**src/rtl/cstc_pkg.sv**
```systemverilog
package cstc_pkg;
   localparam logic [15:0] CSTC_CFG_OFFSET = 16'hffdf;
   // the printed offset is a word index: the byte address is four times it
   localparam logic [31:0] CSTC_CFG_ADDR = 32'h0003_ff7c;
   localparam logic [7:0] CSTC_CFG_RESET = 8'h00;
   localparam int CSTC_FSL_HI = 7;
   localparam int CSTC_FSL_LO = 6;
   localparam int CSTC_SDW_HI = 5;
   localparam int CSTC_SDW_LO = 3;
   localparam int CSTC_SL_HI = 2;
   localparam int CSTC_SL_LO = 0;
   localparam logic [1:0] CSTC_HTRANS_NONSEQ = 2'h2;
   localparam logic [2:0] CSTC_HSIZE_WORD = 3'h2;
   localparam logic [5:0] CSTC_LEN_8 = 6'h08;
   localparam logic [5:0] CSTC_LEN_16 = 6'h10;
   localparam logic [5:0] CSTC_LEN_18 = 6'h12;
   localparam logic [5:0] CSTC_LEN_20 = 6'h14;
   localparam logic [5:0] CSTC_LEN_24 = 6'h18;
   localparam logic [5:0] CSTC_LEN_32 = 6'h20;
   localparam logic [5:0] CSTC_LEN_NONE = 6'h00;
   typedef enum logic [1:0] {
      CSTC_FSL_SAME = 2'b00,
      CSTC_FSL_8 = 2'b01,
      CSTC_FSL_16 = 2'b10,
      CSTC_FSL_32 = 2'b11
   } cstc_fsl_t;
endpackage : cstc_pkg

```
**src/rtl/cstc_len_decode.sv**
```systemverilog
module cstc_len_decode
   import cstc_pkg::*;
(
   input wire logic [7:0] cfg,
   output logic [5:0] slot_len,
   output logic [5:0] first_len,
   output logic [5:0] data_width,
   output logic code_reserved,
   output logic width_over
);
   function automatic logic [5:0] len_code(input logic [2:0] code);
      case (code)
         3'h0: len_code = CSTC_LEN_8;
         3'h1: len_code = CSTC_LEN_16;
         3'h2: len_code = CSTC_LEN_18;
         3'h3: len_code = CSTC_LEN_20;
         3'h4: len_code = CSTC_LEN_24;
         3'h5: len_code = CSTC_LEN_32;
         default: len_code = CSTC_LEN_NONE;
      endcase
   endfunction : len_code

   always_comb begin
      slot_len = len_code(cfg[CSTC_SL_HI:CSTC_SL_LO]); // RL3 RL4
      data_width = len_code(cfg[CSTC_SDW_HI:CSTC_SDW_LO]); // RL6
      case (cstc_fsl_t'(cfg[CSTC_FSL_HI:CSTC_FSL_LO]))
         CSTC_FSL_8: first_len = CSTC_LEN_8; // RL1
         CSTC_FSL_16: first_len = CSTC_LEN_16; // RL1
         CSTC_FSL_32: first_len = CSTC_LEN_32; // RL1
         default: first_len = slot_len; // RL2
      endcase
      code_reserved = (slot_len == CSTC_LEN_NONE) || (data_width == CSTC_LEN_NONE); // RL5
      width_over = data_width > slot_len; // RL6
   end
endmodule : cstc_len_decode

```
**src/rtl/cstc_slot_cfg.sv**
```systemverilog
// Operation
// [RL1] first slot codes 01,10,11 give 8,16,32
// [RL2] code 00: slot 0 like others
// [RL3] slot length codes give 8..32 cycles
// [RL4] slot length governs all slots but 0
// [RL5] software never writes reserved slot codes
// [RL6] data width code, not above slot length
//
// The implementer's own choice: register access over AHB-Lite.
module cstc_slot_cfg
   import cstc_pkg::*;
(
   input wire logic sys_clk,
   input wire logic rst,
   input wire logic hsel,
   input wire logic [31:0] haddr,
   input wire logic [1:0] htrans,
   input wire logic hwrite,
   input wire logic [2:0] hsize,
   input wire logic [31:0] hwdata,
   input wire logic hready,
   output logic [31:0] hrdata,
   output logic hreadyout,
   output logic hresp,
   output logic [1:0] first_slot_length,
   output logic [2:0] slot_data_width,
   output logic [2:0] slot_length,
   output logic [5:0] first_slot_cycles,
   output logic [5:0] other_slot_cycles,
   output logic [5:0] data_bits,
   output logic cfg_reserved,
   output logic cfg_width_over
);
   typedef enum logic [1:0] {
      CSTC_PH_IDLE = 2'b00,
      CSTC_PH_WRITE = 2'b01,
      CSTC_PH_READ = 2'b10
   } cstc_phase_t;

   logic [7:0] cfg_r;
   cstc_phase_t phase_r;
   cstc_phase_t phase_nxt;
   logic rd_hit;
   logic wr_hit;
   logic [31:0] rd_word;
   logic [5:0] s_len;
   logic [5:0] f_len;
   logic [5:0] d_w;
   logic rsv;
   logic over;

   // the register answers only to its own word address
   function automatic logic cfg_selected(
      input logic sel,
      input logic rdy,
      input logic [1:0] trans,
      input logic [31:0] addr
   );
      cfg_selected = sel && rdy && (trans == CSTC_HTRANS_NONSEQ) && (addr == CSTC_CFG_ADDR);
   endfunction : cfg_selected

   always_comb begin
      rd_hit = 1'b0;
      wr_hit = 1'b0;
      if (cfg_selected(hsel, hready, htrans, haddr) && hwrite) begin
         wr_hit = 1'b1;
      end else if (cfg_selected(hsel, hready, htrans, haddr)) begin
         rd_hit = 1'b1;
      end
   end

   // data phase follows its address phase; the next address phase may overlap it
   always_comb begin
      if (wr_hit) begin
         phase_nxt = CSTC_PH_WRITE;
      end else if (rd_hit) begin
         phase_nxt = CSTC_PH_READ;
      end else begin
         phase_nxt = CSTC_PH_IDLE;
      end
   end

   always_ff @(posedge sys_clk) begin
      if (rst) begin
         phase_r <= CSTC_PH_IDLE;
      end else begin
         phase_r <= phase_nxt;
      end
   end

   // write data stands only in the data phase, so it is stored one edge late
   always_ff @(posedge sys_clk) begin
      if (rst) begin
         cfg_r <= CSTC_CFG_RESET;
      end else begin
         case (phase_r)
            CSTC_PH_IDLE: cfg_r <= cfg_r;
            CSTC_PH_WRITE: cfg_r <= hwdata[7:0];
            CSTC_PH_READ: cfg_r <= cfg_r;
            default: cfg_r <= cfg_r;
         endcase
      end
   end

   // read word: register in the low byte, upper bits read as zero
   for (genvar b = 0; b < $bits(rd_word); b++) begin : g_rd_word
      if (b < $bits(cfg_r)) begin : g_cfg
         assign rd_word[b] = cfg_r[b];
      end else begin : g_zero
         assign rd_word[b] = 1'b0;
      end
   end

   // read data is driven for the data phase only and is zero otherwise
   always_ff @(posedge sys_clk) begin
      if (rst) begin
         hrdata <= 32'h0000_0000;
      end else if (rd_hit) begin
         hrdata <= rd_word;
      end else begin
         hrdata <= 32'h0000_0000;
      end
   end

   // zero wait states: every transfer completes in its first data-phase cycle
   always_ff @(posedge sys_clk) begin
      if (rst) begin
         hreadyout <= 1'b1;
      end else begin
         hreadyout <= 1'b1;
      end
   end

   always_ff @(posedge sys_clk) begin
      if (rst) begin
         hresp <= 1'b0;
      end else begin
         hresp <= 1'b0;
      end
   end

   cstc_len_decode cstc_len_decode_inst (
      .cfg(cfg_r),
      .slot_len(s_len),
      .first_len(f_len),
      .data_width(d_w),
      .code_reserved(rsv),
      .width_over(over)
   );

   always_ff @(posedge sys_clk) begin
      if (rst) begin
         first_slot_length <= CSTC_CFG_RESET[CSTC_FSL_HI:CSTC_FSL_LO];
      end else begin
         first_slot_length <= cfg_r[CSTC_FSL_HI:CSTC_FSL_LO];
      end
   end

   always_ff @(posedge sys_clk) begin
      if (rst) begin
         slot_data_width <= CSTC_CFG_RESET[CSTC_SDW_HI:CSTC_SDW_LO];
      end else begin
         slot_data_width <= cfg_r[CSTC_SDW_HI:CSTC_SDW_LO];
      end
   end

   always_ff @(posedge sys_clk) begin
      if (rst) begin
         slot_length <= CSTC_CFG_RESET[CSTC_SL_HI:CSTC_SL_LO];
      end else begin
         slot_length <= cfg_r[CSTC_SL_HI:CSTC_SL_LO];
      end
   end

   // cycle outputs reset to the lengths that the reset codes select
   always_ff @(posedge sys_clk) begin
      if (rst) begin
         first_slot_cycles <= CSTC_LEN_8;
      end else begin
         first_slot_cycles <= f_len; // RL1 RL2
      end
   end

   always_ff @(posedge sys_clk) begin
      if (rst) begin
         other_slot_cycles <= CSTC_LEN_8;
      end else begin
         other_slot_cycles <= s_len; // RL3 RL4
      end
   end

   always_ff @(posedge sys_clk) begin
      if (rst) begin
         data_bits <= CSTC_LEN_8;
      end else begin
         data_bits <= d_w; // RL6
      end
   end

   always_ff @(posedge sys_clk) begin
      if (rst) begin
         cfg_reserved <= 1'b0;
      end else begin
         cfg_reserved <= rsv; // RL5
      end
   end

   always_ff @(posedge sys_clk) begin
      if (rst) begin
         cfg_width_over <= 1'b0;
      end else begin
         cfg_width_over <= over; // RL6
      end
   end
endmodule : cstc_slot_cfg

```
**config.mk**
```make
export PLATFORM = sky130hd
export DESIGN_NAME = cstc_slot_cfg
export DESIGN_NICKNAME = d
export VERILOG_FILES = /design/src/rtl/cstc_pkg.sv /design/src/rtl/cstc_len_decode.sv /design/src/rtl/cstc_slot_cfg.sv
export SDC_FILE = /design/constraint.sdc
export NUM_CORES = 1
export LEC_CHECK = 0
export BUFFER_PORTS_ARGS = -buffer_cell sky130_fd_sc_hd__buf_2
export CAP_MARGIN = 20
export CORE_MARGIN = 2
export CORE_UTILIZATION = 42
export DETAILED_ROUTE_END_ITERATION = 10
export HOLD_SLACK_MARGIN = 0.1
export PLACE_DENSITY = 0.8
export SETUP_SLACK_MARGIN = 0.15
export SYNTH_ARGS = -nofsm -noshare
export SYNTH_HDL_FRONTEND = slang
export SYNTH_HIERARCHICAL = 1
export SYNTH_SLANG_ARGS = --single-unit
```
**constraint.sdc**
```tcl
create_clock -name sys_clk -period 2.2 [get_ports sys_clk]
set_clock_uncertainty 0.1 [all_clocks]
set_input_delay 0.33 -clock sys_clk [delete_from_list [all_inputs] [get_ports sys_clk]]
set_output_delay 0.33 -clock sys_clk [all_outputs]
set_load 0.02 [all_outputs]
```
-- Word level (Yosys, flattened, before mapping)
Index checks and enable logic that the tools add are counted.
- word-level logic and storage cells: 50
- flip-flop bits (word level): 70
- output and inout port bits: 62
- muxes and demuxes: 8
- reductions and logical operators: 11
- magnitude comparators: 1
- eq/ne operators: 16
- bitwise gates (word level): 1
- operators by type and width (cell ; count):
    case mux 6 bit (6 select lines) ; 2
    == test 32 x 18 -> 1 bit, second input constant ; 1
    case mux 6 bit (3 select lines) ; 1
    == test 3 x 2 -> 1 bit, second input constant ; 4
    == test 3 bit, second input constant ; 4
    zero test 6 bit ; 2
    == test 2 bit, second input constant ; 3
    == test 3 x 1 -> 1 bit, second input constant ; 2
    greater-than comparator 6 bit ; 1
    zero test 3 bit ; 2
    == test 2 x 1 -> 1 bit, second input constant ; 2
    logical AND 1 bit ; 4
    two-way mux 1 bit ; 4
    OR reduction 2 bit ; 2
    two-way mux 2 bit ; 1
    logical OR 1 bit ; 1
    inverter 1 bit ; 1

-- Depth between registers and ports, before layout
- depth in word-level cells: 7
- mapped depth: 7

-- Cells and area by module
Netlist, hierarchy kept.
- modules (own cells, without submodules) (module ; sequential area each (µm²) ; area each (µm²) ; times used ; cells an instance):
    cstc_slot_cfg ; 920.9 ; 1739.2 ; 1 ; 157
    cstc_len_decode ; 0.0 ; 301.5 ; 1 ; 40

-- Worst setup path before layout
No wires, ideal clock.
- path kind: register to register
- from: reg cfg_r[2]
- to: reg cfg_width_over
- arrival: 1.406 ns
- path slack: 0.576 ns
- setup time: 0.118 ns
- cell stages (with the launch flop): 7
- buffers on the path: 0
- data required time: 1.982 ns
- clock period less this slack: 1.624 ns
- cells stage by stage: dfxtp_1 -> nand3b_1 -> ha_1 -> a21oi_1 -> o221ai_1 -> o21a_1 -> nor2b_1
- word-level cells in the longest chain between the ends: 3
- elaborated cells on any way between the ends: 8
- classes of those cells: order compare: 1; eq/ne: 5; mux: 1; reduce/logical: 1
- RTL lines (what ; RTL line ; text):
    start: declaration ; cstc_slot_cfg.sv:40 ; logic [7:0] cfg_r;
    start signal: assignment ; cstc_slot_cfg.sv:97 ; CSTC_PH_IDLE: cfg_r <= cfg_r;
    start signal: assignment ; cstc_slot_cfg.sv:98 ; CSTC_PH_WRITE: cfg_r <= hwdata[7:0];
    start signal: assignment ; cstc_slot_cfg.sv:99 ; CSTC_PH_READ: cfg_r <= cfg_r;
    == test 3 bit, or another cell as far along ; cstc_len_decode.sv:12 ; case (code)
    case mux 6 bit (6 select lines) (*) ; cstc_len_decode.sv:12 ;
    greater-than comparator 6 bit (*) ; cstc_len_decode.sv:33 ; width_over = data_width > slot_len;
    named net over ; cstc_slot_cfg.sv:50 ; logic over;
    end signal: assignment ; cstc_slot_cfg.sv:212 ; cfg_width_over <= over;
    end: declaration ; cstc_slot_cfg.sv:32 ; output logic cfg_width_over
The timed path passes the listed nets; every way through them passes the cells marked *.
A chain may end at the register's enable or synchronous reset.

-- Final worst setup path
- from: reg cfg_r[0]
- to: reg cfg_width_over
Same word-level chain as after synthesis.

==> impl_metrics.tcl <==
set metrics [dict create \
    setup-tns-final_ns 0 \
    worstMarginPinSlew_ns 0.5249 \
    gp_congestion 0.7545 \
    p_switching_uw 341.3 \
    path_clk_slew_ns 0.08 \
    stdcell_area_um2 2471 \
    ys_seq_elements 46 \
    seq_power_share 0.581 \
    wl_um 3611 \
    p_leak_nw 1.291 \
    worstSkewPairLatency_ns 0.29 \
    timing.final.crit_period_ns 1.816 \
    fin_worst_hold_slack_ns 0.1136 \
    area_growth_syn_to_layout_pct 21.09 \
    dp_hpwl_um 2816 \
    wl_per_cell_um 10.81 \
    htree_levels 2 \
    use_met1 0.1504 \
    core_um2 4692 \
    hp-start "hwrite" \
    final_max_slew_viol_count 0 \
    finalSetupViolations 0 \
    ios 136 \
    regArea_um2 920.9 \
    cts_hold_buf 0 \
    crit-reg2reg-launch "cfg_r[0]$_SDFFE_PP0N_" \
    grt_usage 0.1406 \
    rows 25 \
    post-route-period-util 0.8255 \
    sw_frac_of_total 0.2376 \
    synth_cell_types 39 \
    fin_nets 358 \
    yosys_warnings 6 \
    min-delay-path-class "in -> reg" \
    cts.path.max_buffers 2 \
    multi_input_area_um2 937.1 \
    drt-initial-drc-count 61 \
    antenna_found_initial 0 \
    first_global_vias 1309 \
    crit_type "reg -> reg" \
    drc 0 \
    cpPeakStageDelay_ns 0.50 \
    cp.arrival_ns 1.89 \
    cts.sinks 46 \
    n_fill_cell 451 \
    relSlewSlack 0.6501 \
    via_per_inst 4.506 \
    synth_top_area_share 0.4513 \
    crit_slowest_cell "dfxtp_1" \
    grt_overflow_total 0 \
    via_count 1505 \
    pwr-share-comb 0.076 \
    syn_inst 197 \
    crit_buf_inv 0 \
    die_w_um 73.71 \
    cts_tree "built" \
    critPathLaunch "cfg_r[0]$_SDFFE_PP0N_" \
    antenna_cells 0 \
    status "complete, no violations" \
    cts_buffers 5 \
    crit_family "flip-flops" \
    antenna_left 0 \
    post-cts-setup-buffers 0 \
    required_ns 2.27 \
    die_h_um 73.71 \
    top_usage_layer "met2" \
    crit_path_start_kind "flop" \
    drive_gt1_frac 0.4107 \
    placed_area_um2 2381 \
    netlist_area_um2 2041 \
    die_area_um2 5432 \
    grtUsageMet2 0.2520 \
    p_int_mw 1.095 \
    grt_pass1_wl_um 5740 \
    port-buffer-count 82 \
    hold_violations 0 \
    rsz0062_at_grt "false" \
    first_pass_iters 4 \
    cp_cell_sequence "nand3b_1 > ha_1 > a21oi_1 > o221ai_1 > o21a_1 > nor2b_1" \
    ir_drop_mv 0.2074 \
    pwr-share-clk 0.343 \
    synth-seq-area-share 0.4513 \
    start_util 0.4349 \
    synth_area_leader_cell "dfxtp_1" \
    max_freq_mhz 550.6 \
    grt_max_degree 37 \
    syn_area_per_cell_um2 10.36 \
    cts_root_buf "clkbuf_8" \
    cts_resized 0 \
    power-per-cell-area_nw_per_um2 581.3 \
    grt_use_met3 0.03429 \
    synthTopCellsByArea "dfxtp_1 45%, buf_4 11%, nor2b_1 7.7%, nor4_2 6.7%, mux2i_1 3.9%" \
    cp-end-kind "flop" \
    cp_max_fo 7 \
    max_cap_viol_count 0 \
]
per-stage QoR:
| step | setup slack (ns) | power [mW] | instances | util |
|---|---|---|---|---|
| final | 0.3839 | 1.437 | 334 | 0.5267 |
| after detailed placement | 0.4039 | 0.9642 | 326 | 0.5075 |
| after CTS | 0.3803 | 1.459 | 334 | 0.5267 |
| after floorplan | 0.5758 | 0.9575 | 223 | - |
| after global routing | 0.2538 | 1.508 | 334 | 0.5267 |
| after global placement | 0.4028 | 0.9629 | 326 | 0.5075 |
cell families (layout without fill, tap and decap cells):
| kind of cell | after synthesis | after routing | synth area share |
|---|---|---|---|
| AO/OA/AOI/OAI | 7 | 7 | 0.02330 |
| adder cells (fa/ha/maj) | 5 | 5 | 0.03066 |
| other | 3 | 29 | 0.005518 |
| flip-flops | 46 | 46 | 0.4513 |
| multiplexers | 8 | 8 | 0.03924 |
| AND/OR/NAND/NOR | 83 | 83 | 0.3004 |
| buffers and inverters | 43 | 100 | 0.1373 |
| XOR/XNOR | 2 | 2 | 0.01227 |
path summary, 6_finish.rpt:
path	to	slack, ns	depth (start not counted)
worst min register to register	hrdata[3]$_SDFF_PP0_	0.47	2
worst min-delay path	phase_r[1]$_SDFF_PP0_	0.11	2
worst max register to register	cfg_width_over$_SDFF_PP0_	0.38	6
worst max-delay path	cfg_width_over$_SDFF_PP0_	0.38	6
state kept, by name, summed over array words and instances, names as in the netlist:
name               flops
first_slot_length      2
cfg_reserved           1
first_slot_cycles      6
data_bits              6
hrdata                 8
slot_length            3
slot_data_width        3
phase_r                2
other_slot_cycles      6
cfg_r                  8
cfg_width_over         1
layer usage:
layer  up-vias  share of wire
met5         -              0
met3         7          0.092
li1        758              -
met4         0          0.017
met2        83           0.51
met1       657           0.38
power by group through the flow:
stage          clock network (mW)  registers [mW]  logic, mW
2_1_floorplan                   0           0.859     0.0987
3_3_place_gp                    0           0.855      0.108
3_5_place_dp                    0           0.855      0.109
4_1_cts                     0.515           0.835      0.109
5_1_grt                     0.552           0.836      0.120
6_report                    0.493           0.835      0.109
synth_stat cells, drive strengths merged:
cell type	number
nor3	3
or2	3
nor2b	25
nor4b	1
a21o	1
o221ai	1
or4b	1
and4bb	2
nand4b	1
nor2	12
xor2	1
o21a	1
mux2i	8
or3b	1
and3b	2
buf	32
conb	3
nand4	3
nor3b	2
clkinv	1
clkbuf	3
nand2	11
nand3b	2
a22o	1
nand2b	1
dfxtp	46
and4	1
ha	5
nor4	12
inv	7
xnor2	1
a21oi	3
area by class of cell:
class                           count  area share
Sequential cell                    46      0.3727
Inverter                            8     0.01215
Timing Repair Buffer               84      0.1722
Clock inverter                      3    0.008608
Multi-Input combinational cell    134      0.3792
Clock buffer                        5     0.02785
Tap cell                           54     0.02734
cells in the final DEF, fill, tap and decap left out, drive strengths merged, types with 2 or more instances in the layout:
| cell | synthesis | routed |
|---|---|---|
| nor2b | 25 | 25 |
| clkinv | 1 | 3 |
| clkbuf | 3 | 5 |
| a21oi | 3 | 3 |
| nor3b | 2 | 2 |
| inv | 7 | 7 |
| or2 | 3 | 3 |
| mux2i | 8 | 8 |
| nand3b | 2 | 2 |
| and4bb | 2 | 2 |
| dfxtp | 46 | 46 |
| nor4 | 12 | 12 |
| and3b | 2 | 2 |
| conb | 3 | 29 |
| nand2 | 11 | 11 |
| buf | 32 | 84 |
| nor2 | 12 | 12 |
| nor3 | 3 | 3 |
| ha | 5 | 5 |
| nand4 | 3 | 3 |
Note: power is estimated with default switching activity, not from simulation.
